<file path="config.mk">
export PLATFORM = sky130hd
export DESIGN_NAME = cgc_top
export DESIGN_NICKNAME = d
export VERILOG_FILES = /design/src/core/cgc_pkg.sv /design/src/core/cgc_div_if.sv /design/src/core/cgc_clkdiv.sv /design/src/core/cgc_top.sv
export SDC_FILE = /design/constraint.sdc
export NUM_CORES = 1
export LEC_CHECK = 0
export ABC_AREA = 1
export BUFFER_PORTS_ARGS = -buffer_cell sky130_fd_sc_hd__buf_2
export CAP_MARGIN = 20
export CORE_MARGIN = 4
export CORE_UTILIZATION = 35
export CTS_CLUSTER_SIZE = 40
export DETAILED_ROUTE_END_ITERATION = 16
export PLACE_DENSITY = 0.52
export SYNTH_ARGS = -nofsm -noshare
export SYNTH_HDL_FRONTEND = slang
export SYNTH_SLANG_ARGS = --single-unit
</file>
<file path="constraint.sdc">
create_clock -name pclk -period 4.2 [get_ports pclk]
set_input_delay 0.84 -clock pclk [delete_from_list [all_inputs] [get_ports pclk]]
set_output_delay 0.84 -clock pclk [all_outputs]
set_load 0.05 [all_outputs]
</file>
<file path="src/core/cgc_pkg.sv">
// Package: constants, register map and types of the clock generation block
// What this block does
// - Peripheral source select 1 feeds undivided clock, 0 feeds divided clock.
// - PCM clock gated by its enable; 12-bit divider; source select bit.
// - Leftmost set fraction bit gives denominator, set-bit count gives numerator.
// - PDM runs as clock master when master bit is 1, slave otherwise.
// - PDM clock produced only while enabled, divided by 8-bit divider.
// - Rate converter clock produced only while enabled, divided by 8-bit divider.
// - USB pad power follows USB enable unless override bit forces it on.
// - First pull-up override forces first D+ pull-up switch off.
// - Second pull-up override forces D+ pull-up to 2.3 kilohm setting.
// - Without override the USB controller drives the switch, off when USB disabled.
// - Writing 1 to start bit begins calibration; hardware clears it when done.
// - 2-bit field selects reference: RC 32k, RC 16M, crystal 32k, low-power RC.
// - Window length loads a down-counter that ends the window at 1.
// - Divided-clock cycles counted in window, read as low and high halves.
// - Six peripheral clock gates pass clock only while set; all reset to 0.
package cgc_pkg;

	// ==========================================
	// Register indices and byte addresses
	localparam logic [31:0] CGC_BASE         = 32'h50001B60;
	localparam logic [31:0] CGC_IDX_CAL_CTRL = 32'h50001B60;
	localparam logic [31:0] CGC_IDX_CAL_WIN  = 32'h50001B62;
	localparam logic [31:0] CGC_IDX_CAL_LO   = 32'h50001B64;
	localparam logic [31:0] CGC_IDX_CAL_HI   = 32'h50001B66;
	localparam logic [31:0] CGC_IDX_PER      = 32'h50001C04;
	localparam logic [31:0] CGC_IDX_PCM      = 32'h50001C40;
	localparam logic [31:0] CGC_IDX_FRAC     = 32'h50001C42;
	localparam logic [31:0] CGC_IDX_PDM      = 32'h50001C44;
	localparam logic [31:0] CGC_IDX_SRC      = 32'h50001C46;
	localparam logic [31:0] CGC_IDX_USB      = 32'h50001C4A;
	localparam logic [31:0] CGC_IDX_IRQ_STAT = 32'h50001C50;
	localparam logic [31:0] CGC_IDX_IRQ_MASK = 32'h50001C52;

	function automatic logic [11:0] cgc_addr(input logic [31:0] idx);
		logic [31:0] d;
		d = (idx - CGC_BASE) << 2;
		return d[11:0];
	endfunction

	// ==========================================
	// Writable bits and reset values
	localparam logic [15:0] CGC_WM_CAL_CTRL = 16'h0007;
	localparam logic [15:0] CGC_WM_PER      = 16'h0F3F;
	localparam logic [15:0] CGC_WM_PCM      = 16'h3FFF;
	localparam logic [15:0] CGC_WM_PDM      = 16'h03FF;
	localparam logic [15:0] CGC_WM_SRC      = 16'h01FF;
	localparam logic [15:0] CGC_WM_USB      = 16'h0007;
	localparam logic [15:0] CGC_WM_IRQ      = 16'h0001;
	localparam logic [15:0] CGC_RST_REG     = 16'h0000;

	// ==========================================
	// Field positions
	localparam int CGC_CAL_START  = 2;
	localparam int CGC_PER_ADC    = 11;
	localparam int CGC_PER_KBS    = 10;
	localparam int CGC_PER_I2C    = 9;
	localparam int CGC_PER_SPI    = 8;
	localparam int CGC_PCM_SRC    = 13;
	localparam int CGC_PCM_EN     = 12;
	localparam int CGC_PDM_MASTER = 9;
	localparam int CGC_DIV_EN     = 8;
	localparam int CGC_USB_FORCE2 = 2;
	localparam int CGC_USB_FORCE1 = 1;
	localparam int CGC_USB_PWR    = 0;
	localparam int CGC_IRQ_CAL    = 0;

	typedef enum logic {
		CGC_CAL_IDLE = 1'b0,
		CGC_CAL_RUN  = 1'b1
	} cgc_cal_state_t;

endpackage

</file>
<file path="src/core/cgc_div_if.sv">
// Interface between the block core and one clock divider
`timescale 1ns/100ps
interface cgc_div_if;
	logic        en;
	logic        src_tick;
	logic [11:0] div;
	logic [15:0] frac;
	logic        tick;
	modport ctl (output en, src_tick, div, frac, input tick);
	modport gen (input en, src_tick, div, frac, output tick);
endinterface

</file>
<file path="src/core/cgc_clkdiv.sv">
// Programmable clock divider with fractional cycle pattern
`timescale 1ns/100ps
module cgc_clkdiv
	import cgc_pkg::*;
(
	// Clock and reset
	input wire logic pclk,
	input wire logic presetn,
	// Control and generated tick
	cgc_div_if.gen   d
);

	// ==========================================
	// Pattern decode
	function automatic logic [3:0] cgc_lead(input logic [15:0] v);
		logic [3:0] r;
		r = 4'h0;
		for (int i = 0; i < 16; i++) begin
			if (v[i]) r = 4'(i);
		end
		return r;
	endfunction

	logic [12:0] cnt_q;
	logic [3:0]  pos_q;
	logic        tick_q;

	wire [3:0]  lead     = cgc_lead(d.frac);
	wire        has_frac = |d.frac;
	wire        extra    = has_frac & d.frac[pos_q];
	wire [11:0] base     = (d.div == 12'h000) ? 12'h001 : d.div;
	wire [12:0] period   = {1'b0, base} + {12'h000, extra};
	wire [12:0] cnt_inc  = cnt_q + 13'h0001;
	wire        last     = cnt_inc >= period;
	wire [3:0]  pos_nx   = (pos_q == 4'h0) ? lead : pos_q - 4'h1;

	// ==========================================
	// Counter: one tick per (divider + extra) source ticks
	always_ff @(posedge pclk or negedge presetn) begin
		if (!presetn) begin
			cnt_q  <= 13'h0000;
			pos_q  <= 4'h0;
			tick_q <= 1'b0;
		end else if (!d.en) begin
			cnt_q  <= 13'h0000;
			pos_q  <= lead;
			tick_q <= 1'b0;
		end else if (d.src_tick && last) begin
			cnt_q  <= 13'h0000;
			pos_q  <= pos_nx;
			tick_q <= 1'b1;
		end else begin
			cnt_q  <= d.src_tick ? cnt_inc : cnt_q;
			tick_q <= 1'b0;
		end
	end

	assign d.tick = tick_q;
endmodule

</file>
<file path="src/core/cgc_top.sv">
// Clock generation, gating and reference calibration core with APB slave
//
// Decided for this implementation: register access over APB.
`timescale 1ns/100ps
module cgc_top
	import cgc_pkg::*;
(
	// Clock and reset
	input  wire logic        pclk,
	input  wire logic        presetn,
	// APB slave
	input  wire logic        psel,
	input  wire logic        penable,
	input  wire logic        pwrite,
	input  wire logic [11:0] paddr,
	input  wire logic [31:0] pwdata,
	output logic      [31:0] prdata,
	output logic             pready,
	output logic             pslverr,
	// System clock tick and references
	input  wire logic        divided_tick,
	input  wire logic [3:0]  ref_clks,
	// USB controller side
	input  wire logic        usb_enabled,
	input  wire logic        usb_ctrl_pu1_on,
	input  wire logic        usb_ctrl_pu2_on,
	// Peripheral clock enables
	output logic             adc_clk_en,
	output logic      [5:0]  periph_clk_en,
	// Generated audio clocks
	output logic             pcm_clk_tick,
	output logic             pdm_clk_tick,
	output logic             pdm_clock_master,
	output logic             rate_converter_clk_tick,
	// USB pads
	output logic             usb_pad_power,
	output logic             first_pullup_switch,
	output logic             second_pullup_switch,
	// Interrupt
	output logic             irq
);

	// ==========================================
	// Registers
	logic [15:0]    cal_sel_q;
	logic [15:0]    win_q;
	logic [31:0]    result_q;
	logic [15:0]    per_q;
	logic [15:0]    pcm_q;
	logic [15:0]    frac_q;
	logic [15:0]    pdm_q;
	logic [15:0]    src_q;
	logic [15:0]    usb_q;
	logic [15:0]    stat_q;
	logic [15:0]    mask_q;
	logic [31:0]    prdata_q;
	logic           pready_q;
	logic           pslverr_q;
	logic           irq_q;
	cgc_cal_state_t state_q;
	logic [15:0]    down_q;
	logic [31:0]    meas_q;
	logic [3:0]     ref_s1_q;
	logic [3:0]     ref_s2_q;
	logic [3:0]     ref_s3_q;
	logic           adc_q;
	logic [5:0]     gate_q;
	logic           pdm_tick_q;
	logic           usb_pwr_q;
	logic           pu1_q;
	logic           pu2_q;

	// ==========================================
	// APB decode
	wire setup  = psel & ~penable;
	wire access = psel & penable & pready_q;
	wire wr     = access & pwrite;

	wire hit_cal  = paddr == cgc_addr(CGC_IDX_CAL_CTRL);
	wire hit_win  = paddr == cgc_addr(CGC_IDX_CAL_WIN);
	wire hit_lo   = paddr == cgc_addr(CGC_IDX_CAL_LO);
	wire hit_hi   = paddr == cgc_addr(CGC_IDX_CAL_HI);
	wire hit_per  = paddr == cgc_addr(CGC_IDX_PER);
	wire hit_pcm  = paddr == cgc_addr(CGC_IDX_PCM);
	wire hit_frac = paddr == cgc_addr(CGC_IDX_FRAC);
	wire hit_pdm  = paddr == cgc_addr(CGC_IDX_PDM);
	wire hit_src  = paddr == cgc_addr(CGC_IDX_SRC);
	wire hit_usb  = paddr == cgc_addr(CGC_IDX_USB);
	wire hit_stat = paddr == cgc_addr(CGC_IDX_IRQ_STAT);
	wire hit_mask = paddr == cgc_addr(CGC_IDX_IRQ_MASK);

	wire [15:0] wd = pwdata[15:0];
	wire        busy = state_q == CGC_CAL_RUN;

	logic [15:0] rd;
	logic        mapped;
	always_comb begin
		rd     = 16'h0000;
		mapped = 1'b1;
		if (hit_cal) begin
			rd = {13'h0, busy, cal_sel_q[1:0]};
		end else if (hit_win) begin
			rd = win_q;
		end else if (hit_lo) begin
			rd = result_q[15:0];
		end else if (hit_hi) begin
			rd = result_q[31:16];
		end else if (hit_per) begin
			rd = per_q;
		end else if (hit_pcm) begin
			rd = pcm_q;
		end else if (hit_frac) begin
			rd = frac_q;
		end else if (hit_pdm) begin
			rd = pdm_q;
		end else if (hit_src) begin
			rd = src_q;
		end else if (hit_usb) begin
			rd = usb_q;
		end else if (hit_stat) begin
			rd = stat_q;
		end else if (hit_mask) begin
			rd = mask_q;
		end else begin
			mapped = 1'b0;
		end
	end

	// Answer is prepared in the setup cycle, so every access ends after one wait-free cycle
	always_ff @(posedge pclk or negedge presetn) begin
		if (!presetn) begin
			prdata_q  <= 32'h00000000;
			pready_q  <= 1'b0;
			pslverr_q <= 1'b0;
		end else begin
			prdata_q  <= setup ? {16'h0000, rd} : prdata_q;
			pready_q  <= setup;
			pslverr_q <= setup & ~mapped;
		end
	end

	// ==========================================
	// Plain control registers
	always_ff @(posedge pclk or negedge presetn) begin
		if (!presetn) begin
			win_q  <= CGC_RST_REG;
			per_q  <= CGC_RST_REG;
			pcm_q  <= CGC_RST_REG;
			frac_q <= CGC_RST_REG;
			pdm_q  <= CGC_RST_REG;
			src_q  <= CGC_RST_REG;
			usb_q  <= CGC_RST_REG;
			mask_q <= CGC_RST_REG;
		end else if (wr) begin
			win_q  <= hit_win ? wd : win_q;
			per_q  <= hit_per ? (wd & CGC_WM_PER) : per_q;
			pcm_q  <= hit_pcm ? (wd & CGC_WM_PCM) : pcm_q;
			frac_q <= hit_frac ? wd : frac_q;
			pdm_q  <= hit_pdm ? (wd & CGC_WM_PDM) : pdm_q;
			src_q  <= hit_src ? (wd & CGC_WM_SRC) : src_q;
			usb_q  <= hit_usb ? (wd & CGC_WM_USB) : usb_q;
			mask_q <= hit_mask ? (wd & CGC_WM_IRQ) : mask_q;
		end
	end

	// ==========================================
	// Reference synchronisers
	always_ff @(posedge pclk or negedge presetn) begin
		if (!presetn) begin
			ref_s1_q <= 4'h0;
			ref_s2_q <= 4'h0;
			ref_s3_q <= 4'h0;
		end else begin
			ref_s1_q <= ref_clks;
			ref_s2_q <= ref_s1_q;
			ref_s3_q <= ref_s2_q;
		end
	end

	// ==========================================
	// Calibration
	wire [1:0] ref_sel  = cal_sel_q[1:0];
	wire       ref_edge = ref_s2_q[ref_sel] & ~ref_s3_q[ref_sel];
	wire       start    = wr & hit_cal & wd[CGC_CAL_START] & ~busy;
	wire       done     = busy & ref_edge & (down_q <= 16'h0001);

	always_ff @(posedge pclk or negedge presetn) begin
		if (!presetn) begin
			state_q   <= CGC_CAL_IDLE;
			cal_sel_q <= CGC_RST_REG;
			down_q    <= 16'h0000;
			meas_q    <= 32'h00000000;
			result_q  <= 32'h00000000;
		end else begin
			// Reference choice stays frozen during a run to avoid false edges
			if (wr && hit_cal && !busy) begin
				cal_sel_q <= wd & CGC_WM_CAL_CTRL & 16'h0003;
			end
			case (state_q)
				CGC_CAL_IDLE: begin
					if (start) begin
						state_q <= CGC_CAL_RUN;
						down_q  <= win_q;
						meas_q  <= 32'h00000000;
					end
				end
				CGC_CAL_RUN: begin
					meas_q <= meas_q + {31'h0, divided_tick};
					if (done) begin
						state_q  <= CGC_CAL_IDLE;
						result_q <= meas_q + {31'h0, divided_tick};
					end else if (ref_edge) begin
						down_q <= down_q - 16'h0001;
					end
				end
				default: state_q <= CGC_CAL_IDLE;
			endcase
		end
	end

	// ==========================================
	// Interrupt: set wins over a write-one clear
	always_ff @(posedge pclk or negedge presetn) begin
		if (!presetn) begin
			stat_q <= CGC_RST_REG;
			irq_q  <= 1'b0;
		end else begin
			stat_q[15:1] <= 15'h0;
			stat_q[CGC_IRQ_CAL] <= done | (stat_q[CGC_IRQ_CAL] & ~(wr & hit_stat & wd[CGC_IRQ_CAL]));
			irq_q <= |(stat_q & mask_q);
		end
	end

	// ==========================================
	// Peripheral clock enables
	wire [5:0] gate_src = {per_q[CGC_PER_KBS], 2'b00, per_q[CGC_PER_I2C], per_q[CGC_PER_SPI], 1'b0};

	always_ff @(posedge pclk or negedge presetn) begin
		if (!presetn) begin
			adc_q <= 1'b0;
		end else begin
			adc_q <= per_q[CGC_PER_ADC] | divided_tick;
		end
	end

	genvar g;
	generate
		for (g = 0; g < 6; g++) begin : gates
			always_ff @(posedge pclk or negedge presetn) begin
				if (!presetn) begin
					gate_q[g] <= 1'b0;
				end else begin
					gate_q[g] <= per_q[g] & (gate_src[g] | divided_tick);
				end
			end
		end
	endgenerate

	// ==========================================
	// Audio dividers
	cgc_div_if pcm_if ();
	cgc_div_if pdm_if ();
	cgc_div_if src_if ();

	assign pcm_if.en       = pcm_q[CGC_PCM_EN];
	assign pcm_if.src_tick = pcm_q[CGC_PCM_SRC] | divided_tick;
	assign pcm_if.div      = pcm_q[11:0];
	assign pcm_if.frac     = frac_q;
	assign pdm_if.en       = pdm_q[CGC_DIV_EN];
	assign pdm_if.src_tick = divided_tick;
	assign pdm_if.div      = {4'h0, pdm_q[7:0]};
	assign pdm_if.frac     = 16'h0000;
	assign src_if.en       = src_q[CGC_DIV_EN];
	assign src_if.src_tick = divided_tick;
	assign src_if.div      = {4'h0, src_q[7:0]};
	assign src_if.frac     = 16'h0000;

	cgc_clkdiv u_pcm (.pclk(pclk), .presetn(presetn), .d(pcm_if));
	cgc_clkdiv u_pdm (.pclk(pclk), .presetn(presetn), .d(pdm_if));
	cgc_clkdiv u_src (.pclk(pclk), .presetn(presetn), .d(src_if));

	// ==========================================
	// PDM master gating and USB pads
	always_ff @(posedge pclk or negedge presetn) begin
		if (!presetn) begin
			pdm_tick_q <= 1'b0;
			usb_pwr_q  <= 1'b0;
			pu1_q      <= 1'b0;
			pu2_q      <= 1'b0;
		end else begin
			pdm_tick_q <= pdm_if.tick & pdm_q[CGC_PDM_MASTER];
			usb_pwr_q  <= usb_q[CGC_USB_PWR] | usb_enabled;
			pu1_q      <= ~usb_q[CGC_USB_FORCE1] & usb_enabled & usb_ctrl_pu1_on;
			pu2_q      <= usb_q[CGC_USB_FORCE2] | (usb_enabled & usb_ctrl_pu2_on);
		end
	end

	// ==========================================
	// Outputs
	assign prdata                  = prdata_q;
	assign pready                  = pready_q;
	assign pslverr                 = pslverr_q;
	assign irq                     = irq_q;
	assign adc_clk_en              = adc_q;
	assign periph_clk_en           = gate_q;
	assign pcm_clk_tick            = pcm_if.tick;
	assign pdm_clk_tick            = pdm_tick_q;
	assign pdm_clock_master        = pdm_q[CGC_PDM_MASTER];
	assign rate_converter_clk_tick = src_if.tick;
	assign usb_pad_power           = usb_pwr_q;
	assign first_pullup_switch     = pu1_q;
	assign second_pullup_switch    = pu2_q;
endmodule

</file>
* Word level (Yosys, flattened, before mapping)
Index checks and enable logic that the tools add are counted.
** Word-level totals
- Register bits after elaboration :: 251
- Output and inout port bits :: 49
- Logic and storage cells :: 208
** Operators by class
- Add/subtract/negate cells :: 7
- Magnitude comparators :: 6
- Equal/unequal tests :: 18
- Mux-type cells :: 75
- Bitwise operators :: 40
- Reduce and logical (&&, ||, !) cells :: 23
** Operators with widths (count)
- 16-bit two-way mux :: 10
- 13-bit two-way mux :: 9
- 12-bit by 10-bit equality test with 1-bit output, second input constant :: 8
- 4-bit two-way mux :: 17
- 32-bit case mux with 2 select lines :: 1
- 12-bit logical NOT :: 4
- 13-bit by 1-bit adder with 13-bit output, second input constant :: 3
- 32-bit by 1-bit adder with 32-bit output :: 1
- 32-bit two-way mux :: 1
- 16-bit case mux with 2 select lines :: 1
- 16-bit OR reduction :: 2
- 1-bit AND :: 26
- 13-bit by 12-bit greater-or-equal comparator with 1-bit output :: 2
- 1-bit two-way mux :: 26
- 12-bit by 5-bit equality test with 1-bit output, second input constant :: 2
- 2-bit AND reduction :: 9
- 16-bit by 1-bit less-or-equal comparator with 1-bit output, second input constant :: 1
- 8-bit two-way mux :: 2
- 16-bit by 1-bit subtractor with 16-bit output, second input constant :: 1
- 12-bit by 1-bit adder with 13-bit output :: 1
- 13-bit greater-or-equal comparator :: 1
- 12-bit by 4-bit equality test with 1-bit output, second input constant :: 1
- 12-bit two-way mux :: 1
- 10-bit two-way mux :: 1
- 18 further kinds :: 38

* Logic depth before layout (Yosys ltp)
Gate-level depths: netlist of the first run.
- Depth in word-level cells :: 18
- Mapped depth :: 28
- Mapped depth without buffers :: 26

* Hierarchy
From an unflattened synthesis of the first run, not the netlist that was laid out.
** Unflattened totals
- Cells, all modules :: 2019
- Area, all modules :: 15566.2 sq um
** Modules (own cells, without submodules)
- cgc_top :: instances 1, cells an instance 1176, area each 9815.7 sq um
- cgc_clkdiv :: instances 3, cells an instance 281, area each 1916.8 sq um

* Worst setup path before layout of the first run
No wires, ideal clock.
- Path type :: flip-flop to flip-flop
- Start point :: reg u_pcm.pos_q[0]
- End point :: reg u_pcm.cnt_q[1]
- Setup time :: 0.117 ns
- Arrival time :: 3.843 ns
- Data required time :: 4.083 ns
- Path slack :: 0.240 ns
- Cell stages (with the launch flop) :: 29
- Buffers on the path :: 2
- Path through :: dfrtp_1 clkbuf_1 inv_1 clkbuf_1 o21ai_0 a21oi_1 o21ai_0 nand3_1 o21ai_0 ha_1 nand3_1 nor3_1 inv_1 nor3_2 nand2_1 nor2_1 nand3_1 xor2_1 inv_1 ha_1 nand2_1 nor2_1 nand2_1 o311ai_0 nand2_1 nand2_1 nor2_1 nand2_1 nand2_1
** Between the ends
- Word-level cells in the longest chain between the ends :: 8
- Elaborated cells between the ends (all ways) :: 9
- Those cells by class :: add/sub: 1; order compare: 1; eq/ne: 1; mux: 4; bitwise: 1; reduce/logical: 1
** RTL lines
- start, declared :: line cgc_clkdiv.sv:25 : logic [3:0] pos_q;
- start signal, assigned :: line cgc_clkdiv.sv:46 : pos_q <= lead;
- start signal, assigned :: line cgc_clkdiv.sv:50 : pos_q <= pos_nx;
- 1-bit binary-select mux with 4-bit select (*) :: line cgc_clkdiv.sv:30 : wire extra = has_frac & d.frac[pos_q];
- 1-bit two-way mux (not written as such) (*) :: line cgc_clkdiv.sv:30
- 1-bit AND (*) :: line cgc_clkdiv.sv:30
- 12-bit by 1-bit adder with 13-bit output (*) :: line cgc_clkdiv.sv:32 : wire [12:0] period = {1'b0, base} + {12'h000, extra};
- 13-bit greater-or-equal comparator (*) :: line cgc_clkdiv.sv:34 : wire last = cnt_inc >= period;
- 1-bit logical AND (*) :: line cgc_clkdiv.sv:48 : end else if (d.src_tick && last) begin
- 13-bit two-way mux :: line cgc_clkdiv.sv:48
- 13-bit two-way mux :: line cgc_clkdiv.sv:44 : end else if (!d.en) begin
- end signal, assigned :: line cgc_clkdiv.sv:53 : cnt_q <= d.src_tick ? cnt_inc : cnt_q;
- end, declared :: line cgc_clkdiv.sv:24 : logic [12:0] cnt_q;
Mark *: on every way between the ends. The rest lies on a longest branch, timed or not. The select of a mux whose other input is x is not followed.
A chain may end at the register's enable or synchronous reset.

* Worst setup path in the final report of the first run
- Start point :: reg u_pcm.pos_q[0]
- End point :: reg u_pcm.pos_q[1]
** Between the ends
- Word-level cells in the longest chain between the ends :: 7
- Elaborated cells between the ends (all ways) :: 12
- Those cells by class :: add/sub: 2; order compare: 1; eq/ne: 1; mux: 5; bitwise: 1; reduce/logical: 2
** RTL lines (line)
- 1-bit binary-select mux with 4-bit select :: cgc_clkdiv.sv:30
- 1-bit two-way mux (not written as such) :: cgc_clkdiv.sv:30
- 1-bit AND :: cgc_clkdiv.sv:30
- 12-bit by 1-bit adder with 13-bit output :: cgc_clkdiv.sv:32
- 13-bit greater-or-equal comparator :: cgc_clkdiv.sv:34
- 1-bit logical AND :: cgc_clkdiv.sv:48
- 2-bit by 1-bit != test with 1-bit output (no line)
Several ways; a longest one is shown, not always the timed one. The select of a mux whose other input is x is not followed.

==> results of run 1 <==
[layout make-up]
cell class	instances	area (um2)	share of cell area (%)
inverter	243	915	5.80
timing repair buffer	103	633	4.01
multi-input combinational	1211	6300	39.9
sequential	251	6280	39.8
clock inverter	17	148	0.936
clock buffer	40	840	5.32
timing repair inverter	1	7.51	0.0476
tap	518	648	4.11
[Yosys cell counts (17+ instances only)]
library cell | n | share of area [%]
a21oi_1 | 50 | 1.8
buf_4 | 18 | 0.99
clkbuf_1 | 37 | 1.0
dfrtp_1 | 251 | 46
ha_1 | 39 | 3.6
inv_1 | 233 | 6.4
nand2_1 | 447 | 12
nand3_1 | 75 | 2.7
nand4_1 | 42 | 1.9
nor2_1 | 122 | 3.4
nor3_1 | 37 | 1.4
o21ai_0 | 191 | 7.0
o21ai_1 | 17 | 0.62
o22ai_1 | 30 | 1.4
xor2_1 | 50 | 3.2
[logic make-up after synthesis]
family | Yosys count | synth area share (%)
and+or+nand+nor | 770 | 24.5
AOI/OAI and AO/OA | 329 | 13.3
buffers and inverters | 303 | 8.96
DFF | 251 | 46.0
xor gates and xnor gates | 57 | 3.66
adders and majority gates | 39 | 3.57
other | 1 | 0.0275
[report_power, final]
part | internal [mW] | switching (mW)
logic | 0.0420 | 0.173
registers | 2.43 | 0.00602
clock network | 1.53 | 1.09
[worst min-delay path by stage]
stage	from	endpoint	slack, ps	depth (start not counted)
finish	presetn	u_pdm.cnt_q[12]$_DFFE_PN0P_	330	1
global route	ref_clks[0]	ref_s1_q[0]$_DFF_PN0_	350	1
CTS	ref_clks[0]	ref_s1_q[0]$_DFF_PN0_	330	1
detailed placement	ref_s1_q[2]$_DFF_PN0_	ref_s2_q[2]$_DFF_PN0_	330	0
global placement	ref_s1_q[1]$_DFF_PN0_	ref_s2_q[1]$_DFF_PN0_	340	0
floorplan	ref_s1_q[0]$_DFF_PN0_	ref_s2_q[0]$_DFF_PN0_	330	0
[cell usage in the layout, fill, tap and decap left out, drive strengths merged, types with 16 or more instances in the layout]
master / synthesis / final
nand2: 451 / 451
dfrtp: 251 / 251
inv: 240 / 243
o21ai: 217 / 217
nor2: 134 / 134
buf: 23 / 103
nand3: 77 / 77
xor2: 50 / 50
a21oi: 50 / 50
nand4: 44 / 44
nor3: 43 / 43
clkbuf: 37 / 40
ha: 39 / 39
o22ai: 30 / 30
conb: 1 / 16
[metal layers]
layer,vias to the layer above,wire (um)
li1,5876,-
met1,5565,18100
met2,232,18800
met3,65,1820
met4,0,1110
met5,-,0
[per-stage QoR]
step | TNS (ps) | setup slack, ps
final | 0 | 148
after CTS | 0 | 1.93
after detailed placement | -206 | -38.1
after floorplan | 0 | 240
after global routing | -907 | -75.5
after global placement | 0 | 51.2
[sequential cells by signal, indices dropped and copies added, names as in the netlist, 6 cells and up]
signal and cells:
u_pdm.cnt_q 13, meas_q 32, result_q 32, down_q 16, u_src.cnt_q 13, frac_q 16
pdm_q 10, u_pcm.cnt_q 13, pcm_q 14, per_q 10, win_q 16, prdata 16
periph_clk_en 6, src_q 9
[timing repair]
item,4_1_cts,5_1_grt
gates resized for setup,1,38
pin swaps,0,15
setup endpoints to repair,17,18
buffers inserted,0,4
cloned,0,2
[worst max-delay path, stage by stage, from the launching register on]
cell	delay, ps
dfrtp_2	430
inv_4	70
o21ai_2	130
a21oi_1	50
a21oi_1	150
o21ai_1	110
o21ai_2	200
ha_2	230
buf_4	110
ha_2	180
nand3_2	100
nor2_2	150
nand4_1	140
nor3_2	260
nand3_1	110
ha_1	330
a21oi_1	160
o21ai_0	90
a21oi_1	190
o311ai_2	150
buf_4	160
nand2_2	80
nand2_4	70
buf_6	130
nand2_1	50
o21ai_0	80
==> flow_metrics.env, run 1 <==
export IMPL_place_area_um2=14600
export IMPL_crit_fanout=6
export IMPL_path_clk_slew_ps=60
export IMPL_fillers=3979
export IMPL_reg2reg_depth=25
export IMPL_design_area_um2=15800
export IMPL_grt_use_total_pct=18.9
export IMPL_synthArstFlopShare_pct=100
export IMPL_cp_required_ps=4650
export IMPL_wl_per_cell_um=16.7
export IMPL_drt_pass1_iterations=5
export IMPL_cts_buffer_depth=3
export IMPL_antenna_found_initial=0
export IMPL_setup_viol=0
export IMPL_met1_usage_pct=26.0
export IMPL_worstMarginPinSlew_ps=935
export IMPL_final_nets=1938
export IMPL_yosysWarnings=0
export IMPL_io_pin_count=106
export IMPL_portBuffers=73
export IMPL_ys_seq_area_share_pct=46.0
export IMPL_maxCapViolCount=0
export IMPL_final_util_pct=40.8
export IMPL_crit_arrival_ps=4500
export IMPL_fp_coreArea_um2=38600
export IMPL_synth_ff_type="dfrtp_1"
export IMPL_drive_gt1_share_pct=12.2
export IMPL_grt_overflow=0
export IMPL_regToRegEndpoint="u_pcm.pos_q[1]$_DFFE_PN0P_"
export IMPL_syn_avg_cell_area_um2=7.80
export IMPL_clock_skew_final_ps=12.4
export IMPL_top_usage_layer="met2"
export IMPL_hold_viol_final=0
export IMPL_worstSkewPairLatency_ps=580
export IMPL_dieArea_um2=42200
export IMPL_dp_hpwl_um=29300
export IMPL_crit_type="reg2reg"
export IMPL_numCtsBuffers=31
export IMPL_num_vias=11700
export IMPL_area_delta_synth_final_pct=15.5
export IMPL_cts_root_buffer="clkbuf_16"
export IMPL_initialDrtViolationCount=738
export IMPL_worstReg2RegStart="u_pcm.pos_q[0]$_DFFE_PN0P_"
export IMPL_slew_violations=0
export IMPL_postCtsHoldBufs=0
export IMPL_r2r_slack_ps=150
export IMPL_max_freq_ghz=0.247
export IMPL_max_slew_margin_rel_pct=37.7
export IMPL_grt_pass1_vias=11500
export IMPL_drc_errors=0
export IMPL_antenna_cells=0
export IMPL_chipHeight_um=206
export IMPL_drt_total_wl_um=39800
export IMPL_grt_util_met2_pct=31.2
export IMPL_finalPower_mw=5.27
export IMPL_end_kind="flip-flop"
export IMPL_holdWs_ps=327
export IMPL_endpoint="u_pcm.pos_q[1]$_DFFE_PN0P_"
export IMPL_gp_congestion=0.903
export IMPL_placementRows=72
export IMPL_start_util_pct=35.3
export IMPL_grt_max_degree=110
export IMPL_start_kind="flip-flop"
export IMPL_hold_class="in2async"
export IMPL_clock_sinks=251
export IMPL_synth_cells=1750
export IMPL_grt_pass1_wl_um=63300
export IMPL_cts_tree="built"
export IMPL_startpoint="u_pcm.pos_q[0]$_DFFE_PN0P_"
export IMPL_leakagePower_nw=7.73
export IMPL_synth_edf_count=0
export IMPL_ys_ff_latch=251
export IMPL_viasPerCell=4.92
export IMPL_die_w_um=206
export IMPL_status="finished, final reports clean"
export IMPL_yosysUniqueCellTypes=49
export IMPL_htreeDepth=1
export IMPL_ant_nets=0
export IMPL_final_cells=2384
export IMPL_dpl_cell_count=2322
export IMPL_p_per_area_nw_per_um2=334
export IMPL_grtUsageMet3_pct=2.88
export IMPL_syn_area_um2=13700
export IMPL_period_share_pct=96.5
export IMPL_ir_drop_mv=0.332
export IMPL_post_route_min_period_ps=4050
No activity file was read; power rests on OpenSTA's default activity.
==> inputs of run 2 (changes only) <==
MAX_ROUTING_LAYER = met4   (was default)
==> run 2 against run 1 <==
Critical path depth up 1. Non-clock buffer count up 1. Wire length down 0.18%. Via count up 0.94%. Global-route usage up 0.45 points. Combinational power about the same. Final area about the same. Die area unchanged. Clock power about the same. Flip-flop and latch count unchanged. First-iteration DRC count down 3.0%. Clock skew up 0.73 ps. Critical endpoint is now u_pcm.pos_q[2]$_DFFE_PN0P_. Largest cell class unchanged. Largest power group unchanged. Highest routed layer unchanged.
==> flow_metrics.env, run 2 (synthesized netlist as in run 1, its figures left out) <==
export IMPL_largestRegisters="meas_q: 32 flops, result_q: 32 flops"
export IMPL_place_area_um2=14700
export IMPL_drc_errors=0
export IMPL_design_area_um2=15800
export IMPL_dieArea_um2=42200
export IMPL_antenna_cells=0
export IMPL_final_common_cell="nand2_1"
export IMPL_cts_root_buffer="clkbuf_16"
export IMPL_grt_max_degree=109
export IMPL_ir_drop_mv=0.340
export IMPL_worstReg2RegStart="u_pcm.pos_q[0]$_DFFE_PN0P_"
export IMPL_slew_violations=0
export IMPL_drt_total_wl_um=39800
export IMPL_die_w_um=206
export IMPL_rsz0062_at_grt="true"
export IMPL_grt_overflow=0
export IMPL_clock_skew_final_ps=13.1
export IMPL_r2r_slack_ps=180
export IMPL_grt_pass1_vias=11700
export IMPL_numCtsBuffers=30
export IMPL_ant_nets=0
export IMPL_cp_num_buf_inv=5
export IMPL_placementRows=72
export IMPL_fp_coreArea_um2=38600
export IMPL_period_share_pct=95.7
export IMPL_worstMarginPinSlew_ps=907
export IMPL_cp_num_cells=26
export IMPL_cp_top_family="simple AND/OR/NAND/NOR gates"
export IMPL_final_nets=1938
export IMPL_status="finished, final reports clean"
export IMPL_wl_per_cell_um=16.7
export IMPL_reg2reg_depth=26
export IMPL_area_delta_synth_final_pct=15.4
export IMPL_dp_hpwl_um=29500
export IMPL_setup_viol=0
export IMPL_crit_fanout=9
export IMPL_end_kind="flip-flop"
export IMPL_cpMostUsedCell="nand2_1"
export IMPL_regToRegEndpoint="u_pcm.pos_q[2]$_DFFE_PN0P_"
export IMPL_initialDrtViolationCount=716
export IMPL_io_pin_count=106
export IMPL_drt_pass1_iterations=6
export IMPL_crit_type="reg2reg"
export IMPL_grt_use_total_pct=19.4
export IMPL_cts_buffer_depth=3
export IMPL_grt_pass1_wl_um=63200
export IMPL_setup_tns_ps=0
export IMPL_max_freq_ghz=0.249
export IMPL_critical_path_slowest_cell="dfrtp_2"
export IMPL_gp_congestion=0.919
export IMPL_p_per_area_nw_per_um2=333
export IMPL_maxCapViolCount=0
export IMPL_post_route_min_period_ps=4020
export IMPL_viasPerCell=4.97
export IMPL_portBuffers=73
export IMPL_leakagePower_nw=7.74
export IMPL_htreeDepth=1
export IMPL_hold_viol_final=0
export IMPL_start_kind="flip-flop"
export IMPL_max_slew_margin_rel_pct=39.5
export IMPL_start_util_pct=35.3
export IMPL_antenna_found_initial=0
export IMPL_num_vias=11800
export IMPL_worstSkewPairLatency_ps=570
export IMPL_hold_class="in2async"
export IMPL_crit_arrival_ps=4510
export IMPL_drive_gt1_share_pct=12.0
export IMPL_final_cell_mix="nand2_1 (443), dfrtp_1 (250), inv_1 (231)"
export IMPL_cts_tree="built"
export IMPL_path_clk_slew_ps=60
export IMPL_clock_sinks=251
export IMPL_cp_required_ps=4690
export IMPL_max_stage_delay_ps=440
export IMPL_chipHeight_um=206
-- run 2: cell types whose count changed in the layout (fill, tap and decap cells not counted), sizes merged --
| cell | delta |
|---|---|
| buf | +1 |
| clkbuf | +2 |
| clkinv | -3 |
| inv | -2 |
-- run 2: stage by stage --
stage / worst slack [ps] / power (mW) / hold WS [ps] / cells / utilization, %
finish: 183 / 5.26 / 321 / 2382 / 40.8
global route: -110 / 5.45 / 358 / 2382 / 40.8
global placement: -59.4 / 2.70 / 336 / 2326 / 37.9
floorplan: 240 / 2.59 / 331 / 1765 / -
CTS: 9.92 / 5.34 / 348 / 2380 / 40.5
detailed placement: -205 / 2.70 / 337 / 2326 / 37.9
-- run 2: power breakdown --
group	total (mW)	internal (mW)	switching, mW	leakage, nW
logic	0.215	0.0415	0.173	4.08
clock network	2.60	1.55	1.05	0.489
registers	2.44	2.43	0.00613	3.18
total	5.26	4.02	1.23	7.74
-- run 2: cell type report --
cell class,count,area [um2]
clock inverter,12,126
timing repair inverter,1,7.51
fill,4022,22900
multi-input combinational,1211,6290
sequential,251,6280
tap,518,648
timing repair buffer,104,628
clock buffer,42,866
inverter,243,915
-- run 2: worst max-delay path by stage --
stage                                    start                           to  slack, ps
floorplan           u_pcm.pos_q[0]$_DFFE_PN0P_   u_pcm.cnt_q[1]$_DFFE_PN0P_        240
global placement    u_pcm.pos_q[0]$_DFFE_PN0P_   u_pcm.cnt_q[0]$_DFFE_PN0P_        -60
global route        u_pcm.pos_q[0]$_DFFE_PN0P_   u_pcm.pos_q[2]$_DFFE_PN0P_       -110
finish              u_pcm.pos_q[0]$_DFFE_PN0P_   u_pcm.pos_q[2]$_DFFE_PN0P_        180
detailed placement  u_pcm.pos_q[0]$_DFFE_PN0P_  u_pcm.cnt_q[10]$_DFFE_PN0P_       -200
CTS                 u_pcm.pos_q[1]$_DFFE_PN0P_  u_pcm.cnt_q[10]$_DFFE_PN0P_         10
-- run 2: what timing repair did --
action / 4_1_cts / 5_1_grt
buffers inserted: 0 / 2
pin swaps: 1 / 12
endpoints found under the setup margin: 17 / 18
gates resized for setup: 5 / 28
hold buffers: 0 / 0
cloned: 0 / 1
-- run 2: per-layer routing --
layer | share of wire (%) | GRT usage (%) | wire [um]
met1 | 45 | 25.1 | 17900
met2 | 48 | 32.1 | 18900
met3 | 4.4 | 2.63 | 1750
met4 | 2.9 | 5.05 | 1160
met5 | 0 | - | 0
==> inputs of run 3 (changes only) <==
SLEW_MARGIN = 20   (was default)
clock period = 3.41 ns   (was 4.2 ns; I/O delays follow)
==> run 3 against run 2 <==
The flow now finishes with violations (negative setup slack). Utilization is 1.3 points higher. Final area is 3.2% higher. Sequential share of layout area is 1.2 points lower. Critical path depth is 1 lower. Clock skew is 0.63 ps lower. First-iteration DRC count is 14% higher. Final cell count is 1.8% higher. Combinational power is 26% higher. Global-route usage is 0.31 points higher. Count of clock-buffer cells in the layout is 3 higher. Maximum frequency is 6.7% higher. Total power is 24% higher. Highest routed layer unchanged.
==> flow_metrics.env, run 3 (synthesized netlist as in run 1, its figures left out) <==
export IMPL_area_delta_synth_final_pct=19.1
export IMPL_start_util_pct=35.3
export IMPL_clock_skew_final_ps=12.5
export IMPL_violations="negative setup slack"
export IMPL_die_w_um=206
export IMPL_chipHeight_um=206
export IMPL_final_util_pct=42.1
export IMPL_start_kind="flip-flop"
export IMPL_p_per_area_nw_per_um2=400
export IMPL_ant_nets=0
export IMPL_holdWs_ps=84.6
export IMPL_drc_errors=0
export IMPL_grt_overflow=0
export IMPL_drt_pass1_iterations=6
export IMPL_crit_arrival_ps=4260
export IMPL_max_slew_margin_rel_pct=42.2
export IMPL_clock_sinks=251
export IMPL_worstSkewPairLatency_ps=570
export IMPL_final_cell_mix="nand2_1 (440), dfrtp_1 (251), inv_1 (231)"
export IMPL_portBuffers=73
export IMPL_setup_viol=18
export IMPL_grt_pass1_vias=11700
export IMPL_max_stage_delay_ps=410
export IMPL_cts_tree="built"
export IMPL_design_area_um2=16300
export IMPL_drive_gt1_share_pct=15.1
export IMPL_crit_type="reg2reg"
export IMPL_finalPower_mw=6.50
export IMPL_cts_root_buffer="clkbuf_16"
export IMPL_cts_buffer_depth=3
export IMPL_hold_class="in2async"
export IMPL_cpMostUsedCell="o21ai_1"
export IMPL_grt_use_total_pct=19.7
export IMPL_layout_setup_ws_ps=-354
export IMPL_antenna_found_initial=0
export IMPL_status="finished with violations"
export IMPL_grt_max_degree=77
export IMPL_final_common_cell="nand2_1"
export IMPL_numCtsBuffers=30
export IMPL_slew_violations=0
export IMPL_dp_hpwl_um=30000
export IMPL_io_pin_count=106
export IMPL_period_share_pct=110
export IMPL_crit_fanout=6
export IMPL_setup_tns_ps=-5650
export IMPL_htreeDepth=1
export IMPL_maxCapViolCount=0
export IMPL_viasPerCell=4.94
export IMPL_hold_viol_final=0
export IMPL_drt_total_wl_um=40400
export IMPL_max_freq_ghz=0.266
export IMPL_fp_coreArea_um2=38600
export IMPL_largestRegisters="meas_q: 32 flops, result_q: 32 flops"
export IMPL_place_ws_ps=-445
export IMPL_postCtsHoldBufs=0
export IMPL_gp_congestion=0.925
export IMPL_path_clk_slew_ps=60
export IMPL_cp_num_buf_inv=4
export IMPL_antenna_cells=0
export IMPL_cp_required_ps=3910
export IMPL_dieArea_um2=42200
export IMPL_ir_drop_mv=0.351
export IMPL_wl_per_cell_um=16.6
export IMPL_worstMarginPinSlew_ps=865
export IMPL_placementRows=72
export IMPL_end_kind="flip-flop"
export IMPL_place_area_um2=15000
export IMPL_fillers=3946
export IMPL_critical_path_slowest_cell="dfrtp_1"
export IMPL_cp_top_family="simple AND/OR/NAND/NOR gates"
export IMPL_final_nets=1979
export IMPL_rsz0062_at_grt="true"
export IMPL_final_cells=2425
export IMPL_num_vias=12000
export IMPL_leakagePower_nw=7.99
export IMPL_post_route_min_period_ps=3760
export IMPL_dpl_cell_count=2363
export IMPL_grt_pass1_wl_um=64500
export IMPL_initialDrtViolationCount=814
-- run 3: area by class of cell --
| type | instances | area [um2] | share of cell area [%] |
|---|---|---|---|
| Sequential cell | 251 | 6280 | 38.6 |
| Clock inverter | 11 | 125 | 0.769 |
| Multi-Input combinational cell | 1211 | 6420 | 39.5 |
| Clock buffer | 45 | 877 | 5.39 |
| Tap cell | 518 | 648 | 3.99 |
| Inverter | 243 | 916 | 5.63 |
| Timing Repair Buffer | 146 | 992 | 6.10 |
-- run 3: report_power, final --
group	leakage, nW	total, mW	internal [mW]	switching (mW)
clock network	0.489	3.23	1.92	1.30
registers	3.18	3.00	2.99	0.00770
logic	4.33	0.270	0.0565	0.214
total	7.99	6.50	4.98	1.52
-- run 3: path summary, 6_finish.rpt --
kind | start | slack (ps) | end | depth (start not counted)
worst max-delay path | u_pcm.pos_q[0]$_DFFE_PN0P_ | -350 | u_pcm.pos_q[3]$_DFFE_PN0P_ | 25
worst min-delay path | presetn | 80 | u_src.cnt_q[11]$_DFFE_PN0P_ | 1
worst max register to register | u_pcm.pos_q[0]$_DFFE_PN0P_ | -350 | u_pcm.pos_q[3]$_DFFE_PN0P_ | 25
worst min register to register | ref_s1_q[2]$_DFF_PN0_ | 340 | ref_s2_q[2]$_DFF_PN0_ | 0
max in group asynchronous | presetn | 2480 | down_q[6]$_DFFE_PN0P_ | 2
min in group pclk | ref_clks[1] | 220 | ref_s1_q[1]$_DFF_PN0_ | 1
-- run 3: routing by layer --
layer / vias up / track usage (%) / share of wire (%)
met1: 5713 / 26.0 / 46
met4: 0 / 6.12 / 3.6
met2: 240 / 31.6 / 47
met3: 87 / 2.62 / 3.8
met5: - / - / 0
li1: 5949 / - / -
-- run 3: what timing repair did --
item,4_1_cts,5_1_grt
pin swaps,24,23
endpoints found under the setup margin,18,18
resized for setup,24,37
buffers inserted,3,4
